`config.mk`:
```
export PLATFORM = sky130hd
export DESIGN_NAME = sensor_node_line_modes
export DESIGN_NICKNAME = d
export VERILOG_FILES = /design/src/hdl/line_modes_pkg.sv /design/src/hdl/sensor_node_line_modes.sv
export SDC_FILE = /design/constraint.sdc
export NUM_CORES = 1
export LEC_CHECK = 0
export BUFFER_PORTS_ARGS = -buffer_cell sky130_fd_sc_hd__buf_4
export CORE_MARGIN = 4
export CORE_UTILIZATION = 35
export DETAILED_ROUTE_END_ITERATION = 10
export PLACE_DENSITY = 0.53
export SLEW_MARGIN = 10
export SYNTH_ARGS = -nofsm -noshare
export SYNTH_HDL_FRONTEND = slang
export SYNTH_SLANG_ARGS = --single-unit
```
`constraint.sdc`:
```
create_clock -name ref_clk -period 6 [get_ports ref_clk]
set_clock_uncertainty 0.15 [all_clocks]
set_input_delay 1.2 -clock ref_clk [delete_from_list [all_inputs] [get_ports ref_clk]]
set_output_delay 1.2 -clock ref_clk [all_outputs]
set_load 0.005 [all_outputs]
```
`src/hdl/line_modes_pkg.sv`:
```
// Constants, encodings and register map for the sensor node line block
package line_modes_pkg;

  // Line count and field widths
  localparam int unsigned NUM_LINES_DEF = 4;
  localparam int unsigned MODE_W        = 4;
  localparam int unsigned EDGE_W        = 2;

  // Function select codes, one field of MODE_W bits per line
  typedef enum logic [3:0] {
    MODE_HOST       = 4'h0,
    MODE_IN_SINK24  = 4'h1,
    MODE_IN_SINK_PM = 4'h2,
    MODE_IN_LOGIC   = 4'h3,
    MODE_IN_CONTACT = 4'h4,
    MODE_OUT_SINK   = 4'h5,
    MODE_OUT_SOURCE = 4'h6,
    MODE_OUT_OC_PU  = 4'h7,
    MODE_OUT_PUSH   = 4'h8
  } line_mode_t;

  // Event edge codes, one field of EDGE_W bits per line
  typedef enum logic [1:0] {
    EDGE_OFF  = 2'h0,
    EDGE_FALL = 2'h1,
    EDGE_RISE = 2'h2
  } edge_sel_t;

  // On-demand sample sequence
  typedef enum logic [1:0] {
    SMP_IDLE    = 2'b00,
    SMP_SETTLE  = 2'b01,
    SMP_CAPTURE = 2'b11
  } smp_state_t;

  // Register byte offsets
  localparam logic [7:0] OFF_MODE   = 8'h00;
  localparam logic [7:0] OFF_OUT    = 8'h04;
  localparam logic [7:0] OFF_EDGE   = 8'h08;
  localparam logic [7:0] OFF_IN     = 8'h0C;
  localparam logic [7:0] OFF_SAMPLE = 8'h10;
  localparam logic [7:0] OFF_FLAG   = 8'h14;
  localparam logic [7:0] OFF_STATUS = 8'h18;

  // Field positions
  localparam int unsigned SAMPLE_START_BIT = 0;
  localparam int unsigned SAMPLE_BUSY_BIT  = 0;
  localparam int unsigned STATUS_SUPPLY_BIT = 0;
  localparam int unsigned STATUS_BUSY_BIT   = 1;

  // Reset values
  localparam logic [31:0] RST_MODE = 32'h0000_0000;
  localparam logic [31:0] RST_OUT  = 32'h0000_0000;
  localparam logic [31:0] RST_EDGE = 32'h0000_0000;

  // Settle time of the load before an on-demand sample
  localparam int unsigned SETTLE_TIME_NS    = 100000;
  localparam int unsigned CLK_PERIOD_NS     = 8;
  localparam int unsigned SETTLE_CYCLES_DEF =
    (SETTLE_TIME_NS + CLK_PERIOD_NS - 1) / CLK_PERIOD_NS;

endpackage

```
`src/hdl/sensor_node_line_modes.sv`:
```
// Per-line mode, drive, sampling and edge event logic with an APB register file
//
// Decided for this implementation: register access over APB and the register offsets.
`timescale 1ns/100ps
module sensor_node_line_modes
  import line_modes_pkg::*;
#(
  parameter int unsigned NUM_LINES     = NUM_LINES_DEF,
  parameter int unsigned SETTLE_CYCLES = SETTLE_CYCLES_DEF
)
(
  // Clock and reset
  input  wire logic                        ref_clk,
  input  wire logic                        rst_n,
  // APB slave
  input  wire logic                        psel,
  input  wire logic                        penable,
  input  wire logic                        pwrite,
  input  wire logic [7:0]                  paddr,
  input  wire logic [31:0]                 pwdata,
  output logic      [31:0]                 prdata,
  output logic                             pready,
  output logic                             pslverr,
  // Host computer configuration
  input  wire logic [MODE_W*NUM_LINES-1:0] host_mode,
  // Supply sense of the output supply rail
  input  wire logic                        output_supply_rail,
  // Digital line pins
  input  wire logic [NUM_LINES-1:0]        digital_line_in,
  output logic      [NUM_LINES-1:0]        digital_line_out,
  output logic      [NUM_LINES-1:0]        digital_line_oe_n,
  output logic      [NUM_LINES-1:0]        pullup_en,
  output logic      [NUM_LINES-1:0]        gnd_path_en
);

  localparam int unsigned CNT_W = $clog2(SETTLE_CYCLES + 1);
  localparam logic [CNT_W-1:0] SETTLE_LAST = CNT_W'(SETTLE_CYCLES - 1);

  // Pin patterns {oe_n, out, pull-up, ground path}
  localparam logic [3:0] PINS_FLOAT  = 4'h8;
  localparam logic [3:0] PINS_LOW    = 4'h0;
  localparam logic [3:0] PINS_HIGH   = 4'h4;
  localparam logic [3:0] PINS_PULLUP = 4'hA;
  localparam logic [3:0] PINS_GND    = 4'h9;

  // Resolve host default and illegal codes to an effective mode
  function automatic line_mode_t eff_mode(input logic [3:0] sel, input logic [3:0] host);
    logic [3:0] m;
    line_mode_t r;
    m = (sel == MODE_HOST) ? host : sel;
    if (m == MODE_HOST || m > MODE_OUT_PUSH)
    begin
      r = MODE_IN_LOGIC;
    end
    else
    begin
      r = line_mode_t'(m);
    end
    return r;
  endfunction

  // Pin control for one line: {oe_n, out, pull-up, ground path}
  // Undriven lines keep oe_n high so nothing fights an external source
  function automatic logic [3:0] pin_ctl(input line_mode_t m, input logic val,
                                         input logic supply, input logic active);
    logic [3:0] c;
    c = PINS_FLOAT;
    unique case (m)
      MODE_IN_SINK24:  c = PINS_GND;
      MODE_IN_SINK_PM: c = {3'b100, active};
      MODE_IN_LOGIC:   c = PINS_FLOAT;
      MODE_IN_CONTACT: c = {2'b10, active, 1'b0};
      MODE_OUT_SINK:   c = val ? PINS_FLOAT : PINS_LOW;
      MODE_OUT_SOURCE: c = val ? PINS_HIGH : PINS_FLOAT;
      MODE_OUT_OC_PU:  c = val ? PINS_PULLUP : PINS_LOW;
      MODE_OUT_PUSH:
      begin
        if (supply)
        begin
          c = val ? PINS_HIGH : PINS_LOW;
        end
        else
        begin
          c = val ? PINS_FLOAT : PINS_LOW;
        end
      end
      default:         c = PINS_FLOAT;
    endcase
    return c;
  endfunction

  // Registers
  logic [MODE_W*NUM_LINES-1:0] mode_q;
  logic [MODE_W*NUM_LINES-1:0] mode_d;
  logic [NUM_LINES-1:0]        out_q;
  logic [NUM_LINES-1:0]        out_d;
  logic [EDGE_W*NUM_LINES-1:0] edge_q;
  logic [EDGE_W*NUM_LINES-1:0] edge_d;
  logic [NUM_LINES-1:0]        in_q;
  logic [NUM_LINES-1:0]        flag_q;
  logic [NUM_LINES-1:0]        flag_d;
  logic [NUM_LINES-1:0]        valid_q;
  logic [31:0]                 prdata_q;
  smp_state_t                  state_q;
  smp_state_t                  state_d;
  logic [CNT_W-1:0]            cnt_q;
  logic [CNT_W-1:0]            cnt_d;
  logic [NUM_LINES-1:0]        oe_n_q;
  logic [NUM_LINES-1:0]        drv_q;
  logic [NUM_LINES-1:0]        pu_q;
  logic [NUM_LINES-1:0]        gnd_q;

  // Bus decode
  wire setup_ph   = psel & ~penable;
  wire access_ph  = psel & penable;
  wire hit_mode   = (paddr == OFF_MODE);
  wire hit_out    = (paddr == OFF_OUT);
  wire hit_edge   = (paddr == OFF_EDGE);
  wire hit_in     = (paddr == OFF_IN);
  wire hit_sample = (paddr == OFF_SAMPLE);
  wire hit_flag   = (paddr == OFF_FLAG);
  wire hit_status = (paddr == OFF_STATUS);
  wire mapped     = hit_mode | hit_out | hit_edge | hit_in | hit_sample | hit_flag | hit_status;
  wire wr_ok      = access_ph & pwrite & mapped;
  wire rd_flag    = access_ph & ~pwrite & hit_flag;

  // Sample sequencer state
  wire busy       = (state_q != SMP_IDLE);
  wire capture    = (state_q == SMP_CAPTURE);
  wire start      = wr_ok & hit_sample & pwdata[SAMPLE_START_BIT] & ~busy;

  // Read data selection
  wire [31:0] status_word =
    (32'(output_supply_rail) << STATUS_SUPPLY_BIT) | (32'(busy) << STATUS_BUSY_BIT);
  wire [31:0] sample_word = 32'(busy) << SAMPLE_BUSY_BIT;
  wire [31:0] rd_word =
    ({32{hit_mode}}   & 32'(mode_q))                    |
    ({32{hit_out}}    & 32'(out_q))                     |
    ({32{hit_edge}}   & 32'(edge_q))                    |
    ({32{hit_in}}     & 32'(in_q))                      |
    ({32{hit_sample}} & sample_word)                    |
    ({32{hit_flag}}   & 32'(flag_q))                    |
    ({32{hit_status}} & status_word);

  // Flags captured at setup are the ones the read returns and clears
  wire [NUM_LINES-1:0] flag_clr = rd_flag ? prdata_q[NUM_LINES-1:0] : '0;

  assign pready  = access_ph;
  assign pslverr = access_ph & ~mapped;
  assign prdata  = prdata_q;

  // Per-line activity, edge detection and pin control
  logic [NUM_LINES-1:0] cont;
  logic [NUM_LINES-1:0] active;
  logic [NUM_LINES-1:0] event_hit;
  logic [NUM_LINES-1:0] oe_n_d;
  logic [NUM_LINES-1:0] drv_d;
  logic [NUM_LINES-1:0] pu_d;
  logic [NUM_LINES-1:0] gnd_d;

  for (genvar i = 0; i < NUM_LINES; i++)
  begin : g_line
    wire [1:0]  esel = edge_q[EDGE_W*i +: EDGE_W];
    wire [3:0]  ctl;
    wire        rise = digital_line_in[i] & ~in_q[i];
    wire        fall = ~digital_line_in[i] & in_q[i];
    wire        want_rise = (esel == EDGE_RISE);
    wire        want_fall = (esel == EDGE_FALL);
    wire        edge_seen = (want_rise & rise) | (want_fall & fall);

    assign cont[i]      = (esel != EDGE_OFF);
    assign active[i]    = cont[i] | busy;
    assign event_hit[i] = cont[i] & valid_q[i] & edge_seen;
    assign ctl          = pin_ctl(eff_mode(mode_q[MODE_W*i +: MODE_W],
                                           host_mode[MODE_W*i +: MODE_W]),
                                  out_q[i], output_supply_rail, active[i]);
    assign oe_n_d[i]    = ctl[3];
    assign drv_d[i]     = ctl[2];
    assign pu_d[i]      = ctl[1];
    assign gnd_d[i]     = ctl[0];
  end

  // Lines whose input register loads this cycle
  wire [NUM_LINES-1:0] smp_en = cont | {NUM_LINES{capture}};

  // Flags that survive this cycle's read
  wire [NUM_LINES-1:0] flag_keep = flag_q & ~flag_clr;

  // Set wins over the read clear
  assign flag_d = flag_keep | event_hit;

  // Sequencer next state: load applied, wait the settle time, then capture
  always_comb
  begin
    state_d = state_q;
    cnt_d   = cnt_q;
    unique case (state_q)
      SMP_IDLE:
      begin
        if (start)
        begin
          state_d = SMP_SETTLE;
          cnt_d   = SETTLE_LAST;
        end
      end
      SMP_SETTLE:
      begin
        if (cnt_q == '0)
          state_d = SMP_CAPTURE;
        else
          cnt_d = cnt_q - 1'b1;
      end
      SMP_CAPTURE:
        state_d = SMP_IDLE;
      default:
        state_d = SMP_IDLE;
    endcase
  end

  // Register next values from APB writes
  always_comb
  begin
    mode_d = mode_q;
    out_d  = out_q;
    edge_d = edge_q;
    if (wr_ok)
    begin
      if (hit_mode)
      begin
        mode_d = pwdata[MODE_W*NUM_LINES-1:0];
      end
      if (hit_out)
      begin
        out_d = pwdata[NUM_LINES-1:0];
      end
      if (hit_edge)
      begin
        edge_d = pwdata[EDGE_W*NUM_LINES-1:0];
      end
    end
  end

  // Software registers
  always_ff @(posedge ref_clk)
  begin
    if (!rst_n)
    begin
      mode_q <= RST_MODE[MODE_W*NUM_LINES-1:0];
      out_q  <= RST_OUT[NUM_LINES-1:0];
      edge_q <= RST_EDGE[EDGE_W*NUM_LINES-1:0];
    end
    else
    begin
      mode_q <= mode_d;
      out_q  <= out_d;
      edge_q <= edge_d;
    end
  end

  // Read data, flags and sequencer
  always_ff @(posedge ref_clk)
  begin
    if (!rst_n)
    begin
      prdata_q <= 32'h0000_0000;
      flag_q   <= '0;
      state_q  <= SMP_IDLE;
      cnt_q    <= '0;
    end
    else
    begin
      if (setup_ph && !pwrite)
        prdata_q <= rd_word;
      flag_q  <= flag_d;
      state_q <= state_d;
      cnt_q   <= cnt_d;
    end
  end

  // Input sampling: continuous lines every cycle, others at capture
  always_ff @(posedge ref_clk)
  begin
    if (!rst_n)
    begin
      in_q    <= '0;
      valid_q <= '0;
    end
    else
    begin
      for (int k = 0; k < NUM_LINES; k++)
      begin
        if (smp_en[k])
          in_q[k] <= digital_line_in[k];
      end
      valid_q <= cont;
    end
  end

  // Registered pin drive
  always_ff @(posedge ref_clk)
  begin
    if (!rst_n)
    begin
      oe_n_q <= '1;
      drv_q  <= '0;
      pu_q   <= '0;
      gnd_q  <= '0;
    end
    else
    begin
      oe_n_q <= oe_n_d;
      drv_q  <= drv_d;
      pu_q   <= pu_d;
      gnd_q  <= gnd_d;
    end
  end

  assign digital_line_out  = drv_q;
  assign digital_line_oe_n = oe_n_q;
  assign pullup_en         = pu_q;
  assign gnd_path_en       = gnd_q;

endmodule

```
* Word level (Yosys, flattened, before mapping) *
Index checks and enable logic that the tools add are counted.

word-level totals
  input port bits = 66
  logic and storage cells = 213
  register bits = 104
  output and inout port bits = 50

operators by class
  mux-type cells = 39
  bitwise gates (word level) = 78
  order comparisons = 4
  $add $sub $neg = 1
  reduce and logical (&&, ||, !) cells = 28
  eq/ne operators = 47

operators with widths
  operator                                              count
  bitwise OR 32 bit                                     6
  one-hot mux 4 bit (7 select lines)                    4
  2-to-1 mux 4 bit                                      25
  bitwise AND 32 x 4 -> 32 bit                          3
  equality test 4 x 3 -> 1 bit, second input constant   16
  bitwise AND 1 bit                                     34
  bitwise AND 32 x 1 -> 32 bit                          1
  bitwise AND 32 x 16 -> 32 bit                         1
  bitwise AND 32 x 2 -> 32 bit                          1
  bitwise AND 32 x 8 -> 32 bit                          1
  zero test 4 bit                                       8
  2-to-1 mux 14 bit                                     2
  one-hot mux 14 bit (2 select lines)                   1
  equality test 8 x 5 -> 1 bit, second input constant   3
  equality test 4 x 1 -> 1 bit, second input constant   4
  equality test 4 x 2 -> 1 bit, second input constant   4
  equality test 4 bit, second input constant            4
  equality test 8 x 4 -> 1 bit, second input constant   2
  greater-than comparator 4 bit, second input constant  4
  zero test 14 bit                                      1
  bitwise OR 1 bit                                      14
  subtractor 14 x 1 -> 14 bit, second input constant    1
  2-to-1 mux 3 bit                                      4
  inverter 1 bit                                        12
  18 further kinds                                      41

* Logic depth before layout (Yosys ltp) *
Gate-level depths: netlist (run 1).

  depth after elaboration = 13
  gate-level depth with buffers = 7
  gate-level depth less buffers = 7

* Worst setup path before layout (run 1) *
Ideal clock, no wire load.

  path type = input -> output
  start = in paddr[0]
  end = out pslverr
  stages on the path = 4
  arrival = 2145 ps
  path buffers = 1
  required time = 4650 ps
  path slack = 2505 ps
  path through = or4_4 > buf_6 > a311oi_1 > nor2_1

on the way
  cells in the longest elaborated chain, start to end = 9
  elaborated cells on any way between the ends = 15
  those cells by class = eq/ne: 6; bitwise: 8; reduce/logical: 1

ends and longest elaborated chain
  what                                                             line                                                          source
  from (decl)                                                      sensor_node_line_modes.sv:19                                  input wire logic [7:0] paddr,
  equality test 8 x 3 -> 1 bit or zero test 8 bit (tied branches)  sensor_node_line_modes.sv:117, sensor_node_line_modes.sv:116
  bitwise OR 1 bit (5 in series)                                   sensor_node_line_modes.sv:123                                 wire mapped = hit_mode | hit_out | hit_edge | hit_in | hit_sample | hit_flag | hit_status;
  bitwise OR 1 bit *                                               sensor_node_line_modes.sv:123
  inverter 1 bit *                                                 sensor_node_line_modes.sv:149                                 assign pslverr = access_ph & ~mapped;
  bitwise AND 1 bit *                                              sensor_node_line_modes.sv:149
  to (decl)                                                        sensor_node_line_modes.sv:23                                  output logic pslverr,

Mark *: on every way between the ends. The rest lies on a longest branch, timed or not.

* Worst setup path in the final report (run 1) *
Ends and elaborated chain as after synthesis.

==> results of run 1 <==
state kept, by name (all words and copies together) (netlist names):
signal             flops
pullup_en              4
in_q                   4
gnd_path_en            4
flag_q                 4
state_q                2
out_q                  4
prdata                16
edge_q                 8
cnt_q                 14
mode_q                16
digital_line_oe_n      4
valid_q                4
digital_line_out       4
per-stage QoR:
| stage | power [µW] | area [µm²] |
|---|---|---|
| 2_1_floorplan | 659.4 | 4661 |
| 3_3_place_gp | 699.6 | 5265 |
| 3_5_place_dp | 700.7 | 5265 |
| 4_1_cts | 1263 | 5555 |
| 5_1_grt | 1294 | 5555 |
| 6_report | 1244 | 5555 |
power by group:
group	switching (µW)	internal, µW	total [µW]
Clock	233	322	556
Sequential	0.799	586	587
Combinational	55.4	45.3	101
cell usage after synthesis, types with 7 or more instances:
| library cell | count |
|---|---|
| a211oi_1 | 8 |
| buf_4 | 16 |
| nor4b_1 | 7 |
| clkbuf_1 | 23 |
| mux2i_1 | 18 |
| nand3_1 | 10 |
| o21ai_0 | 22 |
| a21oi_1 | 46 |
| inv_1 | 15 |
| or3_1 | 7 |
| nor2_1 | 66 |
| a31oi_1 | 14 |
| dfxtp_1 | 88 |
| nand2_1 | 81 |
| nor3_1 | 23 |
| a22oi_1 | 15 |
routing by layer:
metal | part of all wire, % | vias to the layer above
met2 | 48 | 107
met1 | 46 | 2052
met4 | 1.2 | 0
met5 | 0 | -
li1 | - | 2182
met3 | 4.8 | 15
critical path, delay by kind of cell:
kind            cells  cell delay (ns)
compound gates      1             0.27
buf+inv             2             0.24
simple gates        2             0.65
worst max-delay path by stage:
stage	start	to	slack, ns	cells past startpoint
global placement	paddr[0]	mode_q[2]	2.29	6
finish	paddr[0]	pslverr	2.30	5
global route	paddr[0]	pslverr	2.23	5
floorplan	paddr[0]	pslverr	2.50	4
detailed placement	paddr[0]	mode_q[3]	2.28	6
CTS	paddr[0]	pslverr	2.30	5
cell usage in the layout (no fill, tap or decap), types with 8 or more instances in the layout:
master     synthesis  final
nand3_1           10     10
nor3_1            23     23
a22oi_1           15     15
a21oi_1           46     46
mux2i_1           18     18
a211oi_1           8      8
buf_4             16     84
conb_1             1     16
nor2_1            66     66
dfxtp_1           88     88
nand2_1           81     81
a31oi_1           14     14
clkbuf_16          0      9
o21ai_0           22     22
inv_1             15     15
kinds of logic after synthesis:
group / Yosys count
fa+ha+maj: 1
xor+xnor: 4
flops: 88
buf+inv: 60
simple gates: 249
other cells: 1
compound gates: 148
mux: 25
cell type report:
cell class / instances / area [µm²]
clock buffer: 11 / 232.7
clock inverter: 5 / 57.56
fill: 1283 / 7218
inverter: 16 / 60.06
multi-input combinational: 443 / 2597
sequential: 88 / 1762
tap: 172 / 215.2
timing repair buffer: 84 / 630.6
==> flow_metrics.env, run 1 <==
export IMPL_peakVddDrop_v=0.0001299
export IMPL_cp_max_fo=6
export IMPL_min_path_cells=2
export IMPL_r2r_end="cnt_q[7]"
export IMPL_end_kind="output port"
export IMPL_cts_tree="done"
export IMPL_critPathMaxStageDelay_ns=0.58
export IMPL_yosysTopAreaCellShare_pct=38.26
export IMPL_power_density_nw_per_um2=223.8
export IMPL_min_from="valid_q[2]"
export IMPL_top_usage_layer="met2"
export IMPL_slew_headroom_pct=27.08
export IMPL_min_to="flag_q[2]"
export IMPL_reg2reg_from="cnt_q[0]"
export IMPL_use_met3_pct=4.608
export IMPL_via_count=4356
export IMPL_postCtsHoldBufs=0
export IMPL_htreeDepth=3
export IMPL_cts_root_buf="clkbuf_16"
export IMPL_die_h_um=122.7
export IMPL_hold_viol_final=0
export IMPL_synth_cells=576
export IMPL_min_period_ns=3.700
export IMPL_grt_max_degree=56
export IMPL_post_cts_repair_setup_buffers=0
export IMPL_reg2reg_slack_ns=3.37
export IMPL_fmax_mhz=270.3
export IMPL_clkSinkCount=88
export IMPL_viasPerCell=5.319
export IMPL_syn2layout_area_growth_pct=20.65
export IMPL_die_w_um=122.7
export IMPL_syn_cell_area_um2=4604
export IMPL_synth_compound_area_share_pct=21.22
export IMPL_grtUsageMet1_pct=23.58
export IMPL_start_util_pct=36.05
export IMPL_yosys_area_share_adder_pct=0.2717
export IMPL_fin_nets=709
export IMPL_yosysTopAreaCell="dfxtp_1"
export IMPL_timing_final_crit_share_pct=61.66
export IMPL_setup_slack_ns=2.300
export IMPL_yosys_area_share_xor_xnor_pct=0.7609
export IMPL_cpMostUsedCell="buf_4"
export IMPL_drv_slew=0
export IMPL_yosysWarnings=0
export IMPL_clk_pin_slew_worst_paths_ns=0.06
export IMPL_setup_viol=0
export IMPL_synth_seq_cells=88
export IMPL_drc=0
export IMPL_synth_top_cells_by_area="dfxtp_1, nand2_1, nor2_1"
export IMPL_dr_pass1_iters=5
export IMPL_drtAntennaViolNets=0
export IMPL_post_place_cells=803
export IMPL_cpMaxStageDelayCell="or4_4"
export IMPL_cts_buffers=9
export IMPL_path_cells="buf_4 -> or4_4 -> a311oi_1 -> nor2_1 -> buf_4"
export IMPL_hold_class="register to register"
export IMPL_p_leak_uw=0.002143
export IMPL_dp_hpwl_mm=9.735
export IMPL_globalRouteOverflowTotal=0
export IMPL_outcome="finished clean"
export IMPL_tightestPinTransition_ns=1.086
export IMPL_drt_wl_total_mm=13.29
export IMPL_cp_data_required_time_ns=4.65
export IMPL_drt_iter0_drc=201
export IMPL_wl_per_cell_um=16.23
export IMPL_synthArstFlopShare_pct=0
export IMPL_startpoint_type="input port"
export IMPL_num_antenna_cells=0
export IMPL_totalNegativeSetupSlack_ns=0
export IMPL_synth_edf_count=0
export IMPL_synthMuxAreaShare_pct=5.870
export IMPL_synth_simple_gate_area_share_pct=26.98
export IMPL_avgSynthCellArea_um2=7.994
export IMPL_grt_usage_pct=18.25
export IMPL_clk_latency_ns=0.35
export IMPL_yosys_most_used_dff="dfxtp_1"
export IMPL_grt_pass1_vias=4239
export IMPL_clk_path_buf_depth=2
export IMPL_num_rows=41
export IMPL_synth_cell_types=66
export IMPL_drive_above_1_share_pct=18.86
export IMPL_pre_cts_ws_ns=2.284
export IMPL_ys_seq_area_share_pct=38.26
export IMPL_grt_pass1_wl_mm=21.55
export IMPL_maxCapViolCount=0
export IMPL_fin_cells=819
export IMPL_rsz0062_at_grt="false"
export IMPL_arrival_ns=2.35
export IMPL_holdWs_ns=0.3012
export IMPL_place_gp_congestion=0.8111
export IMPL_r2r_cells=7
export IMPL_postCtsResizedCells=0
export IMPL_antenna_found_initial=0
export IMPL_coreArea_um2=12770
export IMPL_synth_top_family_by_area="simple AND/OR/NAND/NOR gates"
export IMPL_use_met2_pct=30.24
export IMPL_final_core_util_pct=43.49
export IMPL_crit_type="input port to output port"
export IMPL_die_area_um2=15050
export IMPL_portBuffers=83
export IMPL_num_io_pins=116
Power figures use the tool's default switching activity.
==> inputs of run 2 (changes only) <==
==> constraint.sdc (replaced) <==
create_clock -name ref_clk -period 3.7 [get_ports ref_clk]
set_clock_uncertainty 0.15 [all_clocks]
set_input_delay 0.74 -clock ref_clk [delete_from_list [all_inputs] [get_ports ref_clk]]
set_output_delay 0.74 -clock ref_clk [all_outputs]
set_load 0.005 [all_outputs]
==> run 2 against run 1 <==
- die area unchanged
- count of clock-buffer cells in the layout decreased by 1
- sequential power up 62%
- flip-flop and latch count is the same
==> flow_metrics.env, run 2 (synthesis gave the netlist of run 1 again) <==
export IMPL_cts_root_buf="clkbuf_16"
export IMPL_grt_pass1_vias=4337
export IMPL_slew_headroom_pct=50.15
export IMPL_portBuffers=83
export IMPL_p_leak_uw=0.002192
export IMPL_fin_nets=716
export IMPL_die_area_um2=15050
export IMPL_drc=0
export IMPL_pre_cts_ws_ns=0.7165
export IMPL_htreeDepth=3
export IMPL_fin_cells=826
export IMPL_via_count=4446
export IMPL_peakVddDrop_v=0.0001660
export IMPL_drive_above_1_share_pct=20.03
export IMPL_layout_commonest_cell="buf_4"
export IMPL_setup_viol=0
export IMPL_totalNegativeSetupSlack_ns=0
export IMPL_final_cell_mix="buf_4, dfxtp_1, nand2_1"
export IMPL_cp_max_fo=6
export IMPL_startpoint_type="input port"
export IMPL_viasPerCell=5.383
export IMPL_clk_latency_ns=0.34
export IMPL_clk_path_buf_depth=2
export IMPL_power_density_nw_per_um2=365.5
export IMPL_hold_class="register to register"
export IMPL_die_w_um=122.7
export IMPL_cts_buffers=9
export IMPL_cts_tree="done"
export IMPL_antenna_found_initial=0
export IMPL_dp_hpwl_mm=9.779
export IMPL_place_gp_congestion=0.8064
export IMPL_min_period_ns=2.771
export IMPL_num_antenna_cells=0
export IMPL_die_h_um=122.7
export IMPL_crit_type="input port to output port"
export IMPL_reg2reg_slack_ns=1.07
export IMPL_clkSinkCount=88
export IMPL_final_core_util_pct=44.03
export IMPL_num_io_pins=116
export IMPL_setup_slack_ns=0.9292
export IMPL_wl_per_cell_um=16.20
export IMPL_num_rows=41
export IMPL_rsz0062_at_grt="false"
export IMPL_timing_final_crit_share_pct=74.89
export IMPL_grt_max_degree=55
export IMPL_maxCapViolCount=0
export IMPL_globalRouteOverflowTotal=0
export IMPL_cp_data_required_time_ns=2.81
export IMPL_drv_slew=0
export IMPL_postCtsHoldBufs=0
export IMPL_fmax_mhz=360.9
export IMPL_post_cts_repair_setup_buffers=0
export IMPL_outcome="finished clean"
export IMPL_hold_viol_final=0
export IMPL_tightestPinTransition_ns=0.7409
export IMPL_postCtsResizedCells=0
export IMPL_syn2layout_area_growth_pct=22.15
export IMPL_post_place_cells=810
export IMPL_drt_iter0_drc=345
export IMPL_arrival_ns=1.88
export IMPL_dr_pass1_iters=4
export IMPL_grt_usage_pct=18.06
export IMPL_start_util_pct=36.05
export IMPL_grt_pass1_wl_mm=21.60
export IMPL_drt_wl_total_mm=13.38
export IMPL_end_kind="output port"
export IMPL_holdWs_ns=0.3127
export IMPL_coreArea_um2=12770
export IMPL_clk_pin_slew_worst_paths_ns=0.07
export IMPL_drtAntennaViolNets=0
[run 2: routing by layer]
metal	part of all wire (%)	track usage (%)	routed length (µm)	up-vias
met5	0	0	0	-
met4	1.8	6.018	240	0
met3	6.0	3.410	802	19
met2	47	29.72	6324	128
met1	45	23.76	6010	2092
li1	-	-	-	2207
[run 2: report_power, final]
| group | total (µW) | switching (µW) | internal [µW] | leakage (µW) |
|---|---|---|---|---|
| combinational | 166 | 91.5 | 74.3 | 0.00134 |
| sequential | 952 | 1.22 | 951 | 0.000709 |
| clock | 938 | 394 | 544 | 0.000145 |
| total | 2060 | 487 | 1570 | 0.00219 |
[run 2: stage by stage]
step,power (µW),cell area [µm²]
floorplan,1069,4661
global placement,1136,5318
detailed placement,1138,5318
CTS,2077,5624
global route,2130,5624
finish,2056,5624
[run 2: final timing paths]
kind / endpoint / from / cells after the start
hold reg to reg: flag_q[0] / flag_q[0] / 2
setup reg to reg: cnt_q[7] / cnt_q[0] / 7
setup / recovery: pslverr / paddr[0] / 5
hold / removal: flag_q[0] / flag_q[0] / 2
[run 2: critical path, stage by stage]
cell      delay, ns
buf_4          0.11
or4_4          0.57
a311oi_1       0.26
nor2_1         0.07
buf_4          0.13
[run 2: cell type report]
class	count	area, µm²
fill	1282	7149
multi-input combinational	443	2597
sequential	88	1762
timing repair buffer	91	683.2
clock buffer	10	239.0
tap	172	215.2
clock inverter	6	67.56
inverter	16	60.06
